**src/core/txhbs_map.svh**
```systemverilog
`ifndef TXHBS_MAP_SVH
`define TXHBS_MAP_SVH
// ----------------------------------------
// register byte addresses
// ----------------------------------------
`define TXHBS_CTRL_ADDR 12'h150
`define TXHBS_SEL_ADDR 12'h154
`define TXHBS_STAT_ADDR 12'h158
// ----------------------------------------
// field positions
// ----------------------------------------
`define TXHBS_PICK_BIT 7
`define TXHBS_STYLE_BIT 0
`define TXHBS_CKSUM_BIT 1
`define TXHBS_HALT_BIT 2
`define TXHBS_BUSY_BIT 0
`define TXHBS_DONE_BIT 1
`define TXHBS_ACT_BIT 2
// ----------------------------------------
// reset values and constants
// ----------------------------------------
`define TXHBS_SEL_RST 8'h00
`define TXHBS_CTRL_RST 3'h0
`define TXHBS_BOS_LEN 7'h02
`define TXHBS_FCS_INIT 16'hFFFF
`define TXHBS_FCS_POLY 16'h8408
`endif

```
**src/core/txhbs_pkg.sv**
```systemverilog
package txhbs_pkg;
   // register image of the select and length register
   typedef struct packed {
      logic tx_buffer_pick;
      logic [6:0] tx_message_length_count;
   } txhbs_sel_t;
   // read request toward the message buffers
   typedef struct packed {
      logic req;
      logic buf_sel;
      logic [6:0] addr;
   } txhbs_rdreq_t;
   typedef enum logic [4:0] {
      ST_IDLE = 5'h01,
      ST_RD = 5'h02,
      ST_LOAD = 5'h04,
      ST_PUSH = 5'h08,
      ST_FCS = 5'h10
   } txhbs_state_t;
endpackage

```
**src/core/txhbs_fifo.sv**
```systemverilog
`timescale 1ns/1ps
// two-entry octet buffer; head slot feeds the output directly
module txhbs_fifo (
   // clock and reset
   input wire logic clk,
   input wire logic rst,
   // fill side
   input wire logic in_valid,
   output logic in_ready,
   input wire logic [7:0] in_data,
   // drain side
   output logic out_valid,
   input wire logic out_ready,
   output logic [7:0] out_data
);
   logic [7:0] slot_q [0:1];
   logic [7:0] slot_d [0:1];
   logic [1:0] full_q;
   logic [1:0] full_d;
   logic pop;
   logic push;

   always_comb begin
      pop = full_q[0] & out_ready;
      push = in_valid & ~full_q[1];
      slot_d[0] = slot_q[0];
      slot_d[1] = slot_q[1];
      full_d = full_q;
      if (pop) begin
         slot_d[0] = slot_q[1];
         full_d = {1'b0, full_q[1]};
      end
      if (push) begin
         if (!full_d[0]) begin
            slot_d[0] = in_data;
            full_d[0] = 1'b1;
         end else begin
            slot_d[1] = in_data;
            full_d[1] = 1'b1;
         end
      end
   end

   always_ff @(posedge clk) begin
      if (rst) begin
         full_q <= 2'h0;
         slot_q[0] <= 8'h00;
         slot_q[1] <= 8'h00;
      end else begin
         full_q <= full_d;
         slot_q[0] <= slot_d[0];
         slot_q[1] <= slot_d[1];
      end
   end

   // ready only from the second slot, so a stall downstream never drops an octet
   assign in_ready = ~full_q[1];
   assign out_valid = full_q[0];
   assign out_data = slot_q[0];
endmodule

```
**src/core/txhbs_top.sv**
```systemverilog
// Design decision made here: the Wishbone slave port.
`timescale 1ns/1ps
`include "txhbs_map.svh"
module txhbs_top (
   // clock and reset
   input wire logic SYS_CLK,
   input wire logic RESET,
   // wishbone slave
   input wire logic WB_CYC_I,
   input wire logic WB_STB_I,
   input wire logic WB_WE_I,
   input wire logic [11:0] WB_ADR_I,
   input wire logic [3:0] WB_SEL_I,
   input wire logic [31:0] WB_DAT_I,
   output logic [31:0] WB_DAT_O,
   output logic WB_ACK_O,
   // message buffer read port, data taken in the same cycle as the request
   output txhbs_pkg::txhbs_rdreq_t BUF_RD_O,
   input wire logic [7:0] BUF_RD_DATA,
   // outbound octet stream
   output logic TX_VALID,
   input wire logic TX_READY,
   output logic [7:0] TX_DATA,
   // event
   output logic TX_TRANSFER_DONE_IRQ
);
   // ----------------------------------------
   // state
   // ----------------------------------------
   txhbs_pkg::txhbs_sel_t sel_q, sel_d;
   txhbs_pkg::txhbs_state_t st_q, st_d;
   txhbs_pkg::txhbs_rdreq_t rd_q, rd_d;
   logic [2:0] ctrl_q, ctrl_d;
   logic busy_q, busy_d;
   logic done_q, done_d;
   logic act_q, act_d;
   logic msg_q, msg_d;
   logic cksum_q, cksum_d;
   logic fcs_hi_q, fcs_hi_d;
   logic [6:0] idx_q, idx_d;
   logic [6:0] rep_q, rep_d;
   logic [7:0] byte_q, byte_d;
   logic [15:0] crc_q, crc_d;
   logic irq_q, irq_d;
   logic ack_q, ack_d;
   logic [31:0] dat_q, dat_d;
   logic acc, wr_ctrl, wr_sel, wr_stat;
   logic hit_ctrl, hit_sel, hit_stat;
   logic fifo_in_valid, fifo_in_ready;
   logic [7:0] fifo_in_data;
   logic [6:0] last_idx;
   logic next_free;

   function automatic logic [15:0] crc_step(input logic [15:0] c, input logic [7:0] d);
      logic [15:0] r;
      r = c;
      for (int i = 0; i < 8; i++) begin
         if (r[0] ^ d[i]) begin
            r = (r >> 1) ^ `TXHBS_FCS_POLY;
         end else begin
            r = r >> 1;
         end
      end
      return r;
   endfunction

   // ----------------------------------------
   // bus decode
   // ----------------------------------------
   always_comb begin
      acc = WB_CYC_I & WB_STB_I & ~ack_q;
      hit_ctrl = {WB_ADR_I[11:2], 2'b00} == `TXHBS_CTRL_ADDR;
      hit_sel = {WB_ADR_I[11:2], 2'b00} == `TXHBS_SEL_ADDR;
      hit_stat = {WB_ADR_I[11:2], 2'b00} == `TXHBS_STAT_ADDR;
      wr_ctrl = acc & WB_WE_I & WB_SEL_I[0] & hit_ctrl;
      wr_sel = acc & WB_WE_I & WB_SEL_I[0] & hit_sel;
      wr_stat = acc & WB_WE_I & WB_SEL_I[0] & hit_stat;
      // the buffer in use is never offered to software
      next_free = busy_q ? ~act_q : act_q;
      fifo_in_valid = (st_q == txhbs_pkg::ST_PUSH) | (st_q == txhbs_pkg::ST_FCS);
      if (st_q == txhbs_pkg::ST_FCS) begin
         fifo_in_data = fcs_hi_q ? ~crc_q[15:8] : ~crc_q[7:0];
      end else begin
         fifo_in_data = byte_q;
      end
      last_idx = msg_q ? sel_q.tx_message_length_count - 7'h01 : `TXHBS_BOS_LEN - 7'h01;
   end

   // ----------------------------------------
   // register file and transmit sequencer
   // ----------------------------------------
   always_comb begin
      sel_d = sel_q;
      st_d = st_q;
      rd_d = rd_q;
      ctrl_d = ctrl_q;
      busy_d = busy_q;
      act_d = act_q;
      msg_d = msg_q;
      cksum_d = cksum_q;
      fcs_hi_d = fcs_hi_q;
      idx_d = idx_q;
      rep_d = rep_q;
      byte_d = byte_q;
      crc_d = crc_q;
      irq_d = 1'b0;
      done_d = done_q;
      ack_d = acc;
      dat_d = 32'h0000_0000;
      rd_d.req = 1'b0;
      if (acc & ~WB_WE_I) begin
         if (hit_ctrl) begin
            dat_d = {29'h0000_0000, ctrl_q};
         end else if (hit_sel) begin
            dat_d = {24'h00_0000, next_free, sel_q.tx_message_length_count};
         end else if (hit_stat) begin
            dat_d = {29'h0000_0000, act_q, done_q, busy_q};
         end
      end
      if (wr_ctrl) begin
         ctrl_d = WB_DAT_I[2:0];
      end
      if (wr_stat & WB_DAT_I[`TXHBS_DONE_BIT]) begin
         done_d = 1'b0;
      end
      case (st_q)
         txhbs_pkg::ST_RD: begin
            rd_d.req = 1'b1;
            rd_d.addr = idx_q;
            st_d = txhbs_pkg::ST_LOAD;
         end
         txhbs_pkg::ST_LOAD: begin
            byte_d = BUF_RD_DATA;
            st_d = txhbs_pkg::ST_PUSH;
         end
         txhbs_pkg::ST_PUSH: begin
            if (fifo_in_ready) begin
               crc_d = crc_step(crc_q, byte_q);
               idx_d = idx_q + 7'h01;
               st_d = txhbs_pkg::ST_RD;
               if (idx_q == last_idx) begin
                  idx_d = 7'h00;
                  if (msg_q) begin
                     if (cksum_q) begin
                        st_d = txhbs_pkg::ST_FCS;
                     end else begin
                        st_d = txhbs_pkg::ST_IDLE;
                        busy_d = 1'b0;
                        irq_d = 1'b1;
                     end
                  end else if (rep_q == 7'h01) begin
                     st_d = txhbs_pkg::ST_IDLE;
                     busy_d = 1'b0;
                     irq_d = 1'b1;
                  end else if (rep_q != 7'h00) begin
                     rep_d = rep_q - 7'h01;
                  end
                  // a zero count never reaches the stop branch above
               end
            end
         end
         txhbs_pkg::ST_FCS: begin
            if (fifo_in_ready) begin
               fcs_hi_d = 1'b1;
               if (fcs_hi_q) begin
                  fcs_hi_d = 1'b0;
                  st_d = txhbs_pkg::ST_IDLE;
                  busy_d = 1'b0;
                  irq_d = 1'b1;
               end
            end
         end
         default: begin
            st_d = txhbs_pkg::ST_IDLE;
         end
      endcase
      if (wr_sel) begin
         // a write starts a fresh transfer from the picked buffer
         sel_d = WB_DAT_I[7:0];
         act_d = WB_DAT_I[`TXHBS_PICK_BIT];
         rd_d.buf_sel = WB_DAT_I[`TXHBS_PICK_BIT];
         msg_d = ctrl_q[`TXHBS_STYLE_BIT];
         cksum_d = ctrl_q[`TXHBS_CKSUM_BIT] & ctrl_q[`TXHBS_STYLE_BIT];
         rep_d = WB_DAT_I[6:0];
         idx_d = 7'h00;
         fcs_hi_d = 1'b0;
         crc_d = `TXHBS_FCS_INIT;
         busy_d = 1'b1;
         st_d = txhbs_pkg::ST_RD;
         // a zero-length message sends nothing and ends at once
         if (ctrl_q[`TXHBS_STYLE_BIT] & (WB_DAT_I[6:0] == 7'h00)) begin
            busy_d = 1'b0;
            irq_d = 1'b1;
            st_d = txhbs_pkg::ST_IDLE;
         end
      end
      if (ctrl_d[`TXHBS_HALT_BIT]) begin
         // halt, reset or a new select write ends an endless repeat
         st_d = txhbs_pkg::ST_IDLE;
         busy_d = 1'b0;
         rd_d.req = 1'b0;
      end
      // set wins over a same-cycle clear
      if (irq_d) begin
         done_d = 1'b1;
      end
   end

   always_ff @(posedge SYS_CLK) begin
      if (RESET) begin
         sel_q <= `TXHBS_SEL_RST;
         st_q <= txhbs_pkg::ST_IDLE;
         rd_q <= '0;
         ctrl_q <= `TXHBS_CTRL_RST;
         busy_q <= 1'b0;
         act_q <= 1'b0;
         msg_q <= 1'b0;
         cksum_q <= 1'b0;
         fcs_hi_q <= 1'b0;
         idx_q <= 7'h00;
         rep_q <= 7'h00;
         byte_q <= 8'h00;
         crc_q <= `TXHBS_FCS_INIT;
         irq_q <= 1'b0;
         done_q <= 1'b0;
         ack_q <= 1'b0;
         dat_q <= 32'h0000_0000;
      end else begin
         sel_q <= sel_d;
         st_q <= st_d;
         rd_q <= rd_d;
         ctrl_q <= ctrl_d;
         busy_q <= busy_d;
         act_q <= act_d;
         msg_q <= msg_d;
         cksum_q <= cksum_d;
         fcs_hi_q <= fcs_hi_d;
         idx_q <= idx_d;
         rep_q <= rep_d;
         byte_q <= byte_d;
         crc_q <= crc_d;
         irq_q <= irq_d;
         done_q <= done_d;
         ack_q <= ack_d;
         dat_q <= dat_d;
      end
   end

   // ----------------------------------------
   // output buffer
   // ----------------------------------------
   txhbs_fifo u_fifo (
      .clk(SYS_CLK),
      .rst(RESET),
      .in_valid(fifo_in_valid),
      .in_ready(fifo_in_ready),
      .in_data(fifo_in_data),
      .out_valid(TX_VALID),
      .out_ready(TX_READY),
      .out_data(TX_DATA)
   );

   assign WB_ACK_O = ack_q;
   assign WB_DAT_O = dat_q;
   assign BUF_RD_O = rd_q;
   assign TX_TRANSFER_DONE_IRQ = irq_q;
endmodule

```
**config.mk**
```make
export PLATFORM = sky130hd
export DESIGN_NAME = txhbs_top
export DESIGN_NICKNAME = d
export VERILOG_FILES = /design/src/core/txhbs_pkg.sv /design/src/core/txhbs_fifo.sv /design/src/core/txhbs_top.sv
export VERILOG_INCLUDE_DIRS = /design/src /design/src/core
export SDC_FILE = /design/constraint.sdc
export NUM_CORES = 1
export LEC_CHECK = 0
export ABC_AREA = 1
export BUFFER_PORTS_ARGS = -buffer_cell sky130_fd_sc_hd__buf_4
export CORE_MARGIN = 5
export CORE_UTILIZATION = 30
export CTS_BUF_LIST = sky130_fd_sc_hd__clkbuf_16
export DETAILED_ROUTE_END_ITERATION = 8
export PLACE_DENSITY = 0.51
export SYNTH_ARGS = -nofsm -noshare
export SYNTH_HDL_FRONTEND = slang
export SYNTH_SLANG_ARGS = --single-unit
```
**constraint.sdc**
```tcl
create_clock -name SYS_CLK -period 5.2 [get_ports SYS_CLK]
set_input_delay 1.3 -clock SYS_CLK [delete_from_list [all_inputs] [get_ports SYS_CLK]]
set_output_delay 1.3 -clock SYS_CLK [all_outputs]
set_load 0.1 [all_outputs]
```
==> flow_metrics.env, run 1 <==
export IMPL_status="finished, final reports clean"
export IMPL_grt_use_total_pct=12.6
export IMPL_worst_pin_slew_ps=953
export IMPL_drt_initial_drc_count=327
export IMPL_crit_chain="buf_4 > nor2_1 > nand3_1 > nor3_1 > nand2_1 > nand2_2 > inv_1 > nand2_1 > a211oi_1"
export IMPL_critPathMostFrequentCell="nand2_1"
export IMPL_final_area_um2=5850
export IMPL_die_area_um2=19500
export IMPL_syn_cell_area_um2=5040
export IMPL_ys_seq_elements=95
export IMPL_fin_nets=797
export IMPL_clk_pin_slew_worst_paths_ps=70
export IMPL_synth_edf_count=0
export IMPL_endpoint_kind="flip-flop"
export IMPL_core_area_um2=16500
export IMPL_place_area_um2=5520
export IMPL_cap_violations=0
export IMPL_synth_distinct_cells=42
export IMPL_syn_inst=690
export IMPL_cts_htree_levels=3
export IMPL_synth_area_top_cells="dfxtp_1 38%, nand2_1 8.3%, inv_1 6.2%"
export IMPL_grt_max_degree=43
export IMPL_die_w_um=140
export IMPL_n_antenna_cell=0
export IMPL_max_slew_margin_pct=36.3
export IMPL_synthArstFlopShare_pct=0
export IMPL_synthTopCellsByCount="111 x nand2_1, 95 x dfxtp_1, 83 x inv_1, 57 x nor2_1, 57 x o21ai_0"
export IMPL_cp_data_arrival_time_ps=3400
export IMPL_min_period_ps=3180
export IMPL_finalHoldViolCount=0
export IMPL_grt_pass1_vias=3997
export IMPL_place_congestion=0.786
export IMPL_rsz0062_at_grt="false"
export IMPL_drc=0
export IMPL_fin_skew_ps=9.75
export IMPL_postSynthAreaPerCell_um2=7.31
export IMPL_worstSkewPairLatency_ps=350
export IMPL_grt_pass1_wl_um=20000
export IMPL_slowest_delay_ps=420
export IMPL_cts_root_buf="clkbuf_16"
export IMPL_yosys_area_share_simple_pct=26.5
export IMPL_row_count=47
export IMPL_drive_above_1_share_pct=17.0
export IMPL_vias=4250
export IMPL_path_delay_family="simple AND/OR/NAND/NOR gates"
export IMPL_hp_class="reg2reg"
export IMPL_synth_most_common_cell="nand2_1"
export IMPL_start_util_pct=30.5
export IMPL_cp_num_buf_inv=2
export IMPL_fin_ws_ps=2020
export IMPL_yosysTopAreaCellShare_pct=37.7
export IMPL_cp_required_ps=5420
export IMPL_path_max_fanout=18
export IMPL_multi_input_area_um2=2530
export IMPL_synth_compound_area_share_pct=15.1
export IMPL_cts_setup_buffers=0
export IMPL_maxSlewViolCount=0
export IMPL_synth_xor_area_share_pct=5.03
export IMPL_ios=114
export IMPL_finalSetupTns_ps=0
export IMPL_fmax_mhz=314
export IMPL_cts_path_max_buffers=2
export IMPL_synth_area_leader_cell="dfxtp_1"
export IMPL_synth_top_family_by_area="simple AND/OR/NAND/NOR gates"
export IMPL_worst_setup_path_start_kind="input port"
export IMPL_cts_made_buffers=9
export IMPL_placement_io_buffers=60
export IMPL_ctsHoldBuffers=0
export IMPL_setup_viol=0
export IMPL_ff_latch_area_um2=1900
export IMPL_setup_worst_path_class="in2reg"
export IMPL_power_w=0.00160
export IMPL_ir_worst_vdd_mv=0.193
export IMPL_place_ws_ps=1610
export IMPL_via_per_inst=4.45
export IMPL_drt_total_wl_um=12100
export IMPL_dr_pass1_iters=4
export IMPL_synth_top_flop_cell="dfxtp_1"
export IMPL_ant_nets=0
export IMPL_ctsResizeCount=0
export IMPL_critPathSlowestCell="nand2_2"
export IMPL_cts_tree="yes"
export IMPL_antenna_found_initial=0
export IMPL_ys_seq_area_share_pct=37.7
export IMPL_p_leak_nw=2.50
export IMPL_synth_adder_area_share_pct=0.992
export IMPL_ys_warn_count=0
export IMPL_synthMuxAreaShare_pct=0.794
export IMPL_clock_sinks=95
export IMPL_powerDensity_nw_per_um2=273
export IMPL_overflow=0
export IMPL_filler_cell_count=1767
export IMPL_post_drt_wl_per_cell_um=12.7
export IMPL_post_route_period_util_pct=61.2
export IMPL_die_h_um=140
export IMPL_area_delta_synth_final_pct=16.0
export IMPL_dp_final_hpwl_um=8970
## worst paths after layout
path / start / end / slack (ps) / cells past startpoint
max: WB_ADR_I[7] / idx_q[1]$_SDFFE_PP0P_ / 2020 / 9
min: u_fifo.slot_q[0][8]$_SDFFE_PP0P_ / u_fifo.slot_q[0][8]$_SDFFE_PP0P_ / 440 / 2
max reg2reg: WB_ACK_O$_SDFF_PP0_ / idx_q[1]$_SDFFE_PP0P_ / 2900 / 8
min reg2reg: u_fifo.slot_q[0][8]$_SDFFE_PP0P_ / u_fifo.slot_q[0][8]$_SDFFE_PP0P_ / 440 / 2
## kinds of logic after synthesis
group | count (synthesis)
xor+xnor | 29
fa+ha+maj | 4
compound gates | 139
other cells | 1
simple gates | 271
flops | 95
mux | 4
buf+inv | 147
## cells in the final DEF, fill, tap and decap left out, types with 2 or more instances in the layout
master,n
nor2_1,57
nand3_1,48
clkinv_2,2
nor3_2,3
buf_4,61
bufinv_16,3
o21ai_2,2
nor4_1,3
nor2_2,5
o22ai_1,7
mux2i_1,4
xnor2_1,15
o21ai_1,5
o21ai_0,57
clkbuf_16,9
nand2_4,2
o211ai_1,9
nand2_1,111
nor2_4,6
inv_1,84
inv_2,7
conb_1,24
dfxtp_1,95
nand4_1,9
nand3_2,7
ha_1,4
nand2_2,7
nor3_4,2
nor3_1,6
a21oi_1,54
xor2_1,14
## cell type report
type,instances,share of cell area [%]
Sequential cell,95,32.5
Clock inverter,6,1.88
Multi-Input combinational cell,471,43.2
Inverter,93,6.01
Tap cell,220,4.70
Timing Repair Buffer,61,7.83
Clock buffer,9,3.85
## flip-flops by register name, indices dropped and copies added, names as in the netlist
signal / count
BUF_RD_O: 8
TX_TRANSFER_DONE_IRQ: 1
WB_ACK_O: 1
WB_DAT_O: 8
act_q: 1
busy_q: 1
byte_q: 8
cksum_q: 1
crc_q: 16
ctrl_q: 3
done_q: 1
fcs_hi_q: 1
idx_q: 7
msg_q: 1
rep_q: 7
sel_q: 7
st_q: 5
u_fifo.full_q: 2
u_fifo.slot_q: 16
## per-layer routing
metal  global-route usage, %  routed length, um  vias to the layer above
li1                        -                  -                     2267
met1                    17.9               6050                     1887
met2                    19.1               5390                       83
met3                    1.72                430                       13
met4                    5.10                234                        0
met5                       0                  0                        -
## where the power goes
part / internal [W] / switching [W]
Sequential: 0.000728 / 0.000000200
Clock: 0.000467 / 0.000278
Combinational: 0.0000213 / 0.000104
Total: 0.00122 / 0.000382
## worst reg2reg max path, delay by kind of cell (launching register included)
kind                   cells  cell delay (ps)
DFF                        1              320
buffers and inverters      2              530
AOI/OAI and AO/OA          1               70
and+or+nand+nor            5             1260
## through the flow
stage	hold slack [ps]	cells	utilization [%]
floorplan	422	713	-
global placement	433	940	33.4
detailed placement	437	940	33.4
CTS	446	955	35.4
global route	464	955	35.4
finish	443	955	35.4
No activity file was read; power rests on OpenSTA's default activity.
==> run 2: changes to the inputs <==
Settings changed: PLACE_DENSITY 0.51 to 0.53.
Clock period 5.2 ns to 2.7 ns, I/O delays scaled along.
==> run 2 against run 1 <==
Net effect:
- largest cell class unchanged
- non-clock buffer count rose by 6
- count of clock-buffer cells in the layout is the same
- combinational power rose by 95%
- wire length down 1.4%
- clock power is 80% higher
- worst hold slack improved by 3.0 ps
- critical path depth grew 7
- first-iteration DRC count increased by 11%
- core utilization grew 0.14 points
- via count fell by 0.82%
- global-route usage is 0.13 points lower
==> flow_metrics.env, run 2 (same netlist as run 1, synthesis figures left out) <==
export IMPL_ir_worst_vdd_mv=0.334
export IMPL_dr_pass1_iters=5
export IMPL_cp_required_ps=2930
export IMPL_cap_violations=0
export IMPL_intPower_w=0.00225
export IMPL_clk_pin_slew_worst_paths_ps=70
export IMPL_cts_root_buf="clkbuf_16"
export IMPL_clkPwrFrac_pct=44.8
export IMPL_grt_pass1_vias=3996
export IMPL_die_h_um=140
export IMPL_die_area_um2=19500
export IMPL_vias=4215
export IMPL_ctsResizeCount=0
export IMPL_place_area_um2=5560
export IMPL_dp_final_hpwl_um=9200
export IMPL_worstSkewPairLatency_ps=350
export IMPL_setup_viol=0
export IMPL_filler_cell_count=1775
export IMPL_cp_data_arrival_time_ps=2510
export IMPL_fmax_mhz=439
export IMPL_power_w=0.00298
export IMPL_setup_worst_path_class="reg2reg"
export IMPL_cts_path_max_buffers=2
export IMPL_final_cell_mix="111 x nand2_1, 95 x dfxtp_1, 84 x inv_1, 67 x buf_4"
export IMPL_power_frac_seq_pct=47.0
export IMPL_final_common_cell="nand2_1"
export IMPL_maxSlewViolCount=0
export IMPL_worst_setup_path_start_kind="flip-flop"
export IMPL_finalSetupTns_ps=0
export IMPL_p_leak_nw=2.52
export IMPL_overflow=0
export IMPL_fin_skew_ps=10.3
export IMPL_row_count=47
export IMPL_path_max_fanout=9
export IMPL_place_congestion=0.810
export IMPL_ios=114
export IMPL_n_antenna_cell=0
export IMPL_fin_nets=803
export IMPL_grt_max_degree=27
export IMPL_core_area_um2=16500
export IMPL_multi_input_area_um2=2530
export IMPL_finalHoldViolCount=0
export IMPL_min_period_ps=2280
export IMPL_area_delta_synth_final_pct=16.4
export IMPL_powerDensity_nw_per_um2=508
export IMPL_status="finished, final reports clean"
export IMPL_grt_pass1_wl_um=20000
export IMPL_cts_htree_levels=3
export IMPL_antenna_found_initial=0
export IMPL_cts_setup_buffers=0
export IMPL_switchingPower_w=0.000734
export IMPL_worst_pin_slew_ps=647
export IMPL_grt_use_total_pct=12.4
export IMPL_clock_sinks=95
export IMPL_post_route_period_util_pct=84.4
export IMPL_start_util_pct=30.5
export IMPL_via_per_inst=4.38
export IMPL_p_sw_share_pct=24.6
export IMPL_largestRegisters="crc_q (16), u_fifo.slot_q (16)"
export IMPL_hold_ws_ps=446
export IMPL_drive_above_1_share_pct=17.5
export IMPL_finish_utilization_pct=35.5
export IMPL_p_comb_share_pct=8.2
export IMPL_cts_tree="yes"
export IMPL_placement_io_buffers=60
export IMPL_cts_made_buffers=9
export IMPL_ff_latch_area_um2=1900
export IMPL_drt_total_wl_um=11900
export IMPL_max_slew_margin_pct=56.8
export IMPL_hp_class="reg2reg"
export IMPL_endpoint_kind="flip-flop"
export IMPL_drc=0
export IMPL_final_area_um2=5870
export IMPL_ctsHoldBuffers=0
export IMPL_post_drt_wl_per_cell_um=12.4
export IMPL_rsz0062_at_grt="false"
export IMPL_drt_initial_drc_count=364
export IMPL_ant_nets=0
export IMPL_die_w_um=140
==> run 2: layout make-up <==
cell class              count  share of cell area [%]
clock buffers               9                    3.83
inverters                  93                    5.99
flip-flops and latches     95                    32.4
clock inverters             7                    1.51
repair buffers             67                    8.56
well taps                 220                    4.69
multi-input cells         471                    43.0
==> run 2: final timing paths <==
check | start | endpoint | slack, ps | cells after the start
worst max-delay path | sel_q[0]$_SDFFE_PP0P_ | rep_q[4]$_SDFFE_PP0P_ | 420 | 16
worst min-delay path | u_fifo.slot_q[0][9]$_SDFFE_PP0P_ | u_fifo.slot_q[0][9]$_SDFFE_PP0P_ | 450 | 2
worst max register to register | sel_q[0]$_SDFFE_PP0P_ | rep_q[4]$_SDFFE_PP0P_ | 420 | 16
worst min register to register | u_fifo.slot_q[0][9]$_SDFFE_PP0P_ | u_fifo.slot_q[0][9]$_SDFFE_PP0P_ | 450 | 2
==> run 2: routing by layer <==
layer  GRT usage (%)  wire length (um)  up-vias
li1                -                 -     2279
met1            17.6              6040     1861
met2            19.4              5320       65
met3            1.75               390       10
met4            4.28               181        0
met5               0                 0        -
==> run 2: stage by stage <==
stage | instances | worst slack, ps
after global routing | 962 | 187
after floorplan | 713 | 611
final | 962 | 420
after global placement | 946 | 281
after CTS | 962 | 411
after detailed placement | 946 | 323
==> run 2: worst max-delay path: stages (launching register included) <==
cell and delay [ps]:
dfxtp_1 430, inv_1 180, ha_1 330, inv_1 80, nand2_1 50, nand2_1 70
nand2_1 40, nor2_1 110, nand3_2 90, nor2_4 110, nand2_2 70, nor2_4 110
nand4_4 170, nand3_1 120, nand2_1 60, nor2_1 90, nor2_1 40
==> run 2: power by group through the flow <==
stage	clock [W]	combinational (W)	sequential, W
floorplan	0	0.000209	0.00144
global placement	0	0.000244	0.00143
detailed placement	0	0.000244	0.00143
CTS	0.00138	0.000244	0.00140
global route	0.00143	0.000257	0.00140
finish	0.00134	0.000244	0.00140
==> run 3: changes to the inputs <==
Clock period 2.7 ns to 1.9 ns, I/O delays scaled along.
==> run 3 against run 2 <==
Net effect:
- clock power grew 31%
- final cell count grew 3.8%
- power grew 37%
- critical path type unchanged
- global-route usage grew 0.49 points
- design area grew 5.4%
- register-to-register slack lost 440 ps
- maximum frequency grew 19%
- via count grew 5.0%
- die area is the same
- the flow now finishes with violations (negative setup slack)
- core utilization grew 1.9 points
==> flow_metrics.env, run 3 (same netlist as run 1, synthesis figures left out) <==
export IMPL_status="complete, but fails checks"
export IMPL_violations="negative setup slack"
export IMPL_setup_worst_path_class="reg2reg"
export IMPL_fin_skew_ps=6.55
export IMPL_place_congestion=0.786
export IMPL_via_per_inst=4.43
export IMPL_die_w_um=140
export IMPL_max_slew_margin_pct=62.2
export IMPL_final_common_cell="nand2_1"
export IMPL_core_area_um2=16500
export IMPL_fin_nets=840
export IMPL_final_cell_mix="109 x nand2_1, 103 x buf_4, 91 x dfxtp_1, 82 x inv_1, 57 x o21ai_0"
export IMPL_path_max_fanout=3
export IMPL_r2r_end="rep_q[4]$_SDFFE_PP0P_"
export IMPL_grt_max_degree=28
export IMPL_reg2regPathDepth=15
export IMPL_min_period_ps=1920
export IMPL_drc=0
export IMPL_worstHoldEndpoint="act_q$_SDFFE_PP0P_"
export IMPL_powerDensity_nw_per_um2=662
export IMPL_clk_pin_slew_worst_paths_ps=70
export IMPL_post_drt_wl_per_cell_um=12.5
export IMPL_cts_root_buf="clkbuf_16"
export IMPL_largestRegisters="crc_q (16), u_fifo.slot_q (16)"
export IMPL_n_antenna_cell=0
export IMPL_ctsHoldBuffers=0
export IMPL_min_delay_path_depth=3
export IMPL_p_leak_nw=2.71
export IMPL_finalHoldViolCount=0
export IMPL_fin_ws_ps=-21.3
export IMPL_placement_io_buffers=60
export IMPL_cp_data_arrival_time_ps=2210
export IMPL_final_area_um2=6190
export IMPL_die_area_um2=19500
export IMPL_cap_violations=0
export IMPL_maxSlewViolCount=0
export IMPL_rsz0062_at_grt="true"
export IMPL_worst_pin_slew_ps=567
export IMPL_place_area_um2=5850
export IMPL_row_count=47
export IMPL_cp_num_buf_inv=2
export IMPL_post_route_period_util_pct=101
export IMPL_die_h_um=140
export IMPL_vias=4425
export IMPL_critPathSlowestCell="dfxtp_2"
export IMPL_hold_ws_ps=347
export IMPL_grt_pass1_vias=4145
export IMPL_fmax_mhz=520
export IMPL_finalSetupTns_ps=-51.1
export IMPL_overflow=0
export IMPL_reg2reg_from="sel_q[1]$_SDFFE_PP0P_"
export IMPL_cts_tree="yes"
export IMPL_crit_chain="inv_2 > ha_4 > inv_2 > nand2_1 > nand2_1 > nand2_1 > nor2_1 > nand3_2 > nor2_4 > nand3_4 > nor2_4 > nand4_1 > nor2_1 > nor2_1 > nor2_1"
export IMPL_slowest_delay_ps=320
export IMPL_cts_path_max_buffers=2
export IMPL_ios=114
export IMPL_grt_use_total_pct=12.9
export IMPL_drt_total_wl_um=12500
export IMPL_dr_pass1_iters=4
export IMPL_cts_made_buffers=9
export IMPL_start_util_pct=30.5
export IMPL_endpoint_kind="flip-flop"
export IMPL_worstSkewPairLatency_ps=350
export IMPL_grt_pass1_wl_um=20500
export IMPL_critPathMostFrequentCell="nor2_1"
export IMPL_drt_initial_drc_count=252
export IMPL_drive_above_1_share_pct=23.0
export IMPL_setup_viol=3
export IMPL_path_delay_family="simple AND/OR/NAND/NOR gates"
export IMPL_reg2reg_setup_slack_ps=-20
export IMPL_area_delta_synth_final_pct=22.7
export IMPL_cp_required_ps=2180
export IMPL_hp_class="in2reg"
export IMPL_cts_htree_levels=3
export IMPL_hold_path_startpoint="WB_DAT_I[7]"
export IMPL_antenna_found_initial=0
export IMPL_ant_nets=0
export IMPL_clock_sinks=95
export IMPL_dp_final_hpwl_um=9600
export IMPL_worst_setup_path_start_kind="flip-flop"
export IMPL_ir_worst_vdd_mv=0.393
## run 3: changes by cell type in the layout (fill, tap and decap cells not counted), moves of 2 or more
cell	delta
dfxtp_1	-4
nand2_1	-2
inv_2	+3
clkinv_4	-2
nand3_1	-2
nand2_2	+2
buf_4	+36
inv_1	-2
dfxtp_2	+4
## run 3: layer usage
| metal | global-route usage [%] | wire length (um) |
|---|---|---|
| met5 | 0 | 0 |
| met4 | 5.05 | 264 |
| met3 | 2.30 | 484 |
| met2 | 20.3 | 5470 |
| met1 | 17.7 | 6300 |
## run 3: stage by stage
step	setup slack, ps	util [%]	cells	power (W)
global route	-185	37.5	999	0.00426
finish	-21.3	37.5	999	0.00410
floorplan	40.5	-	713	0.00234
detailed placement	-254	35.4	982	0.00239
global placement	-237	35.4	982	0.00239
CTS	-18.4	37.3	999	0.00415
## run 3: worst register-to-register path, delay by kind of cell, from the launching register on
family,cells,cell delay (ps)
adders and majority gates,1,200
buffers and inverters,2,140
DFF,1,320
and+or+nand+nor,12,1200
## run 3: what timing repair did
item | 4_1_cts | 5_1_grt
pin swaps | 4 | 3
endpoints found under the setup margin | 17 | 18
gates resized for setup | 9 | 6
setup buffers | 1 | 0
hold endpoints to repair | 0 | 0
## run 3: where the power goes
group          switching, W  total, W  internal [W]
logic              0.000286  0.000354     0.0000684
registers       0.000000429   0.00199       0.00199
clock network      0.000756   0.00175      0.000997
## run 3: cell type report
| class | instances | area [um2] |
|---|---|---|
| clock inverter | 7 | 56.3 |
| sequential | 95 | 1910 |
| inverter | 93 | 352 |
| fill | 1750 | 10300 |
| tap | 220 | 275 |
| clock buffer | 9 | 225 |
| multi-input combinational | 471 | 2580 |
| timing repair buffer | 104 | 793 |
## run 3: worst max path at each step
stage                               start                    end  cells past startpoint
floorplan           sel_q[0]$_SDFFE_PP0P_  rep_q[2]$_SDFFE_PP0P_                     16
global placement             WB_ADR_I[11]    busy_q$_SDFFE_PP0P_                     10
detailed placement           WB_ADR_I[11]    busy_q$_SDFFE_PP0P_                     10
CTS                 sel_q[0]$_SDFFE_PP0P_  rep_q[2]$_SDFFE_PP0P_                     16
global route        sel_q[1]$_SDFFE_PP0P_  rep_q[5]$_SDFFE_PP0P_                     17
finish              sel_q[1]$_SDFFE_PP0P_  rep_q[4]$_SDFFE_PP0P_                     15
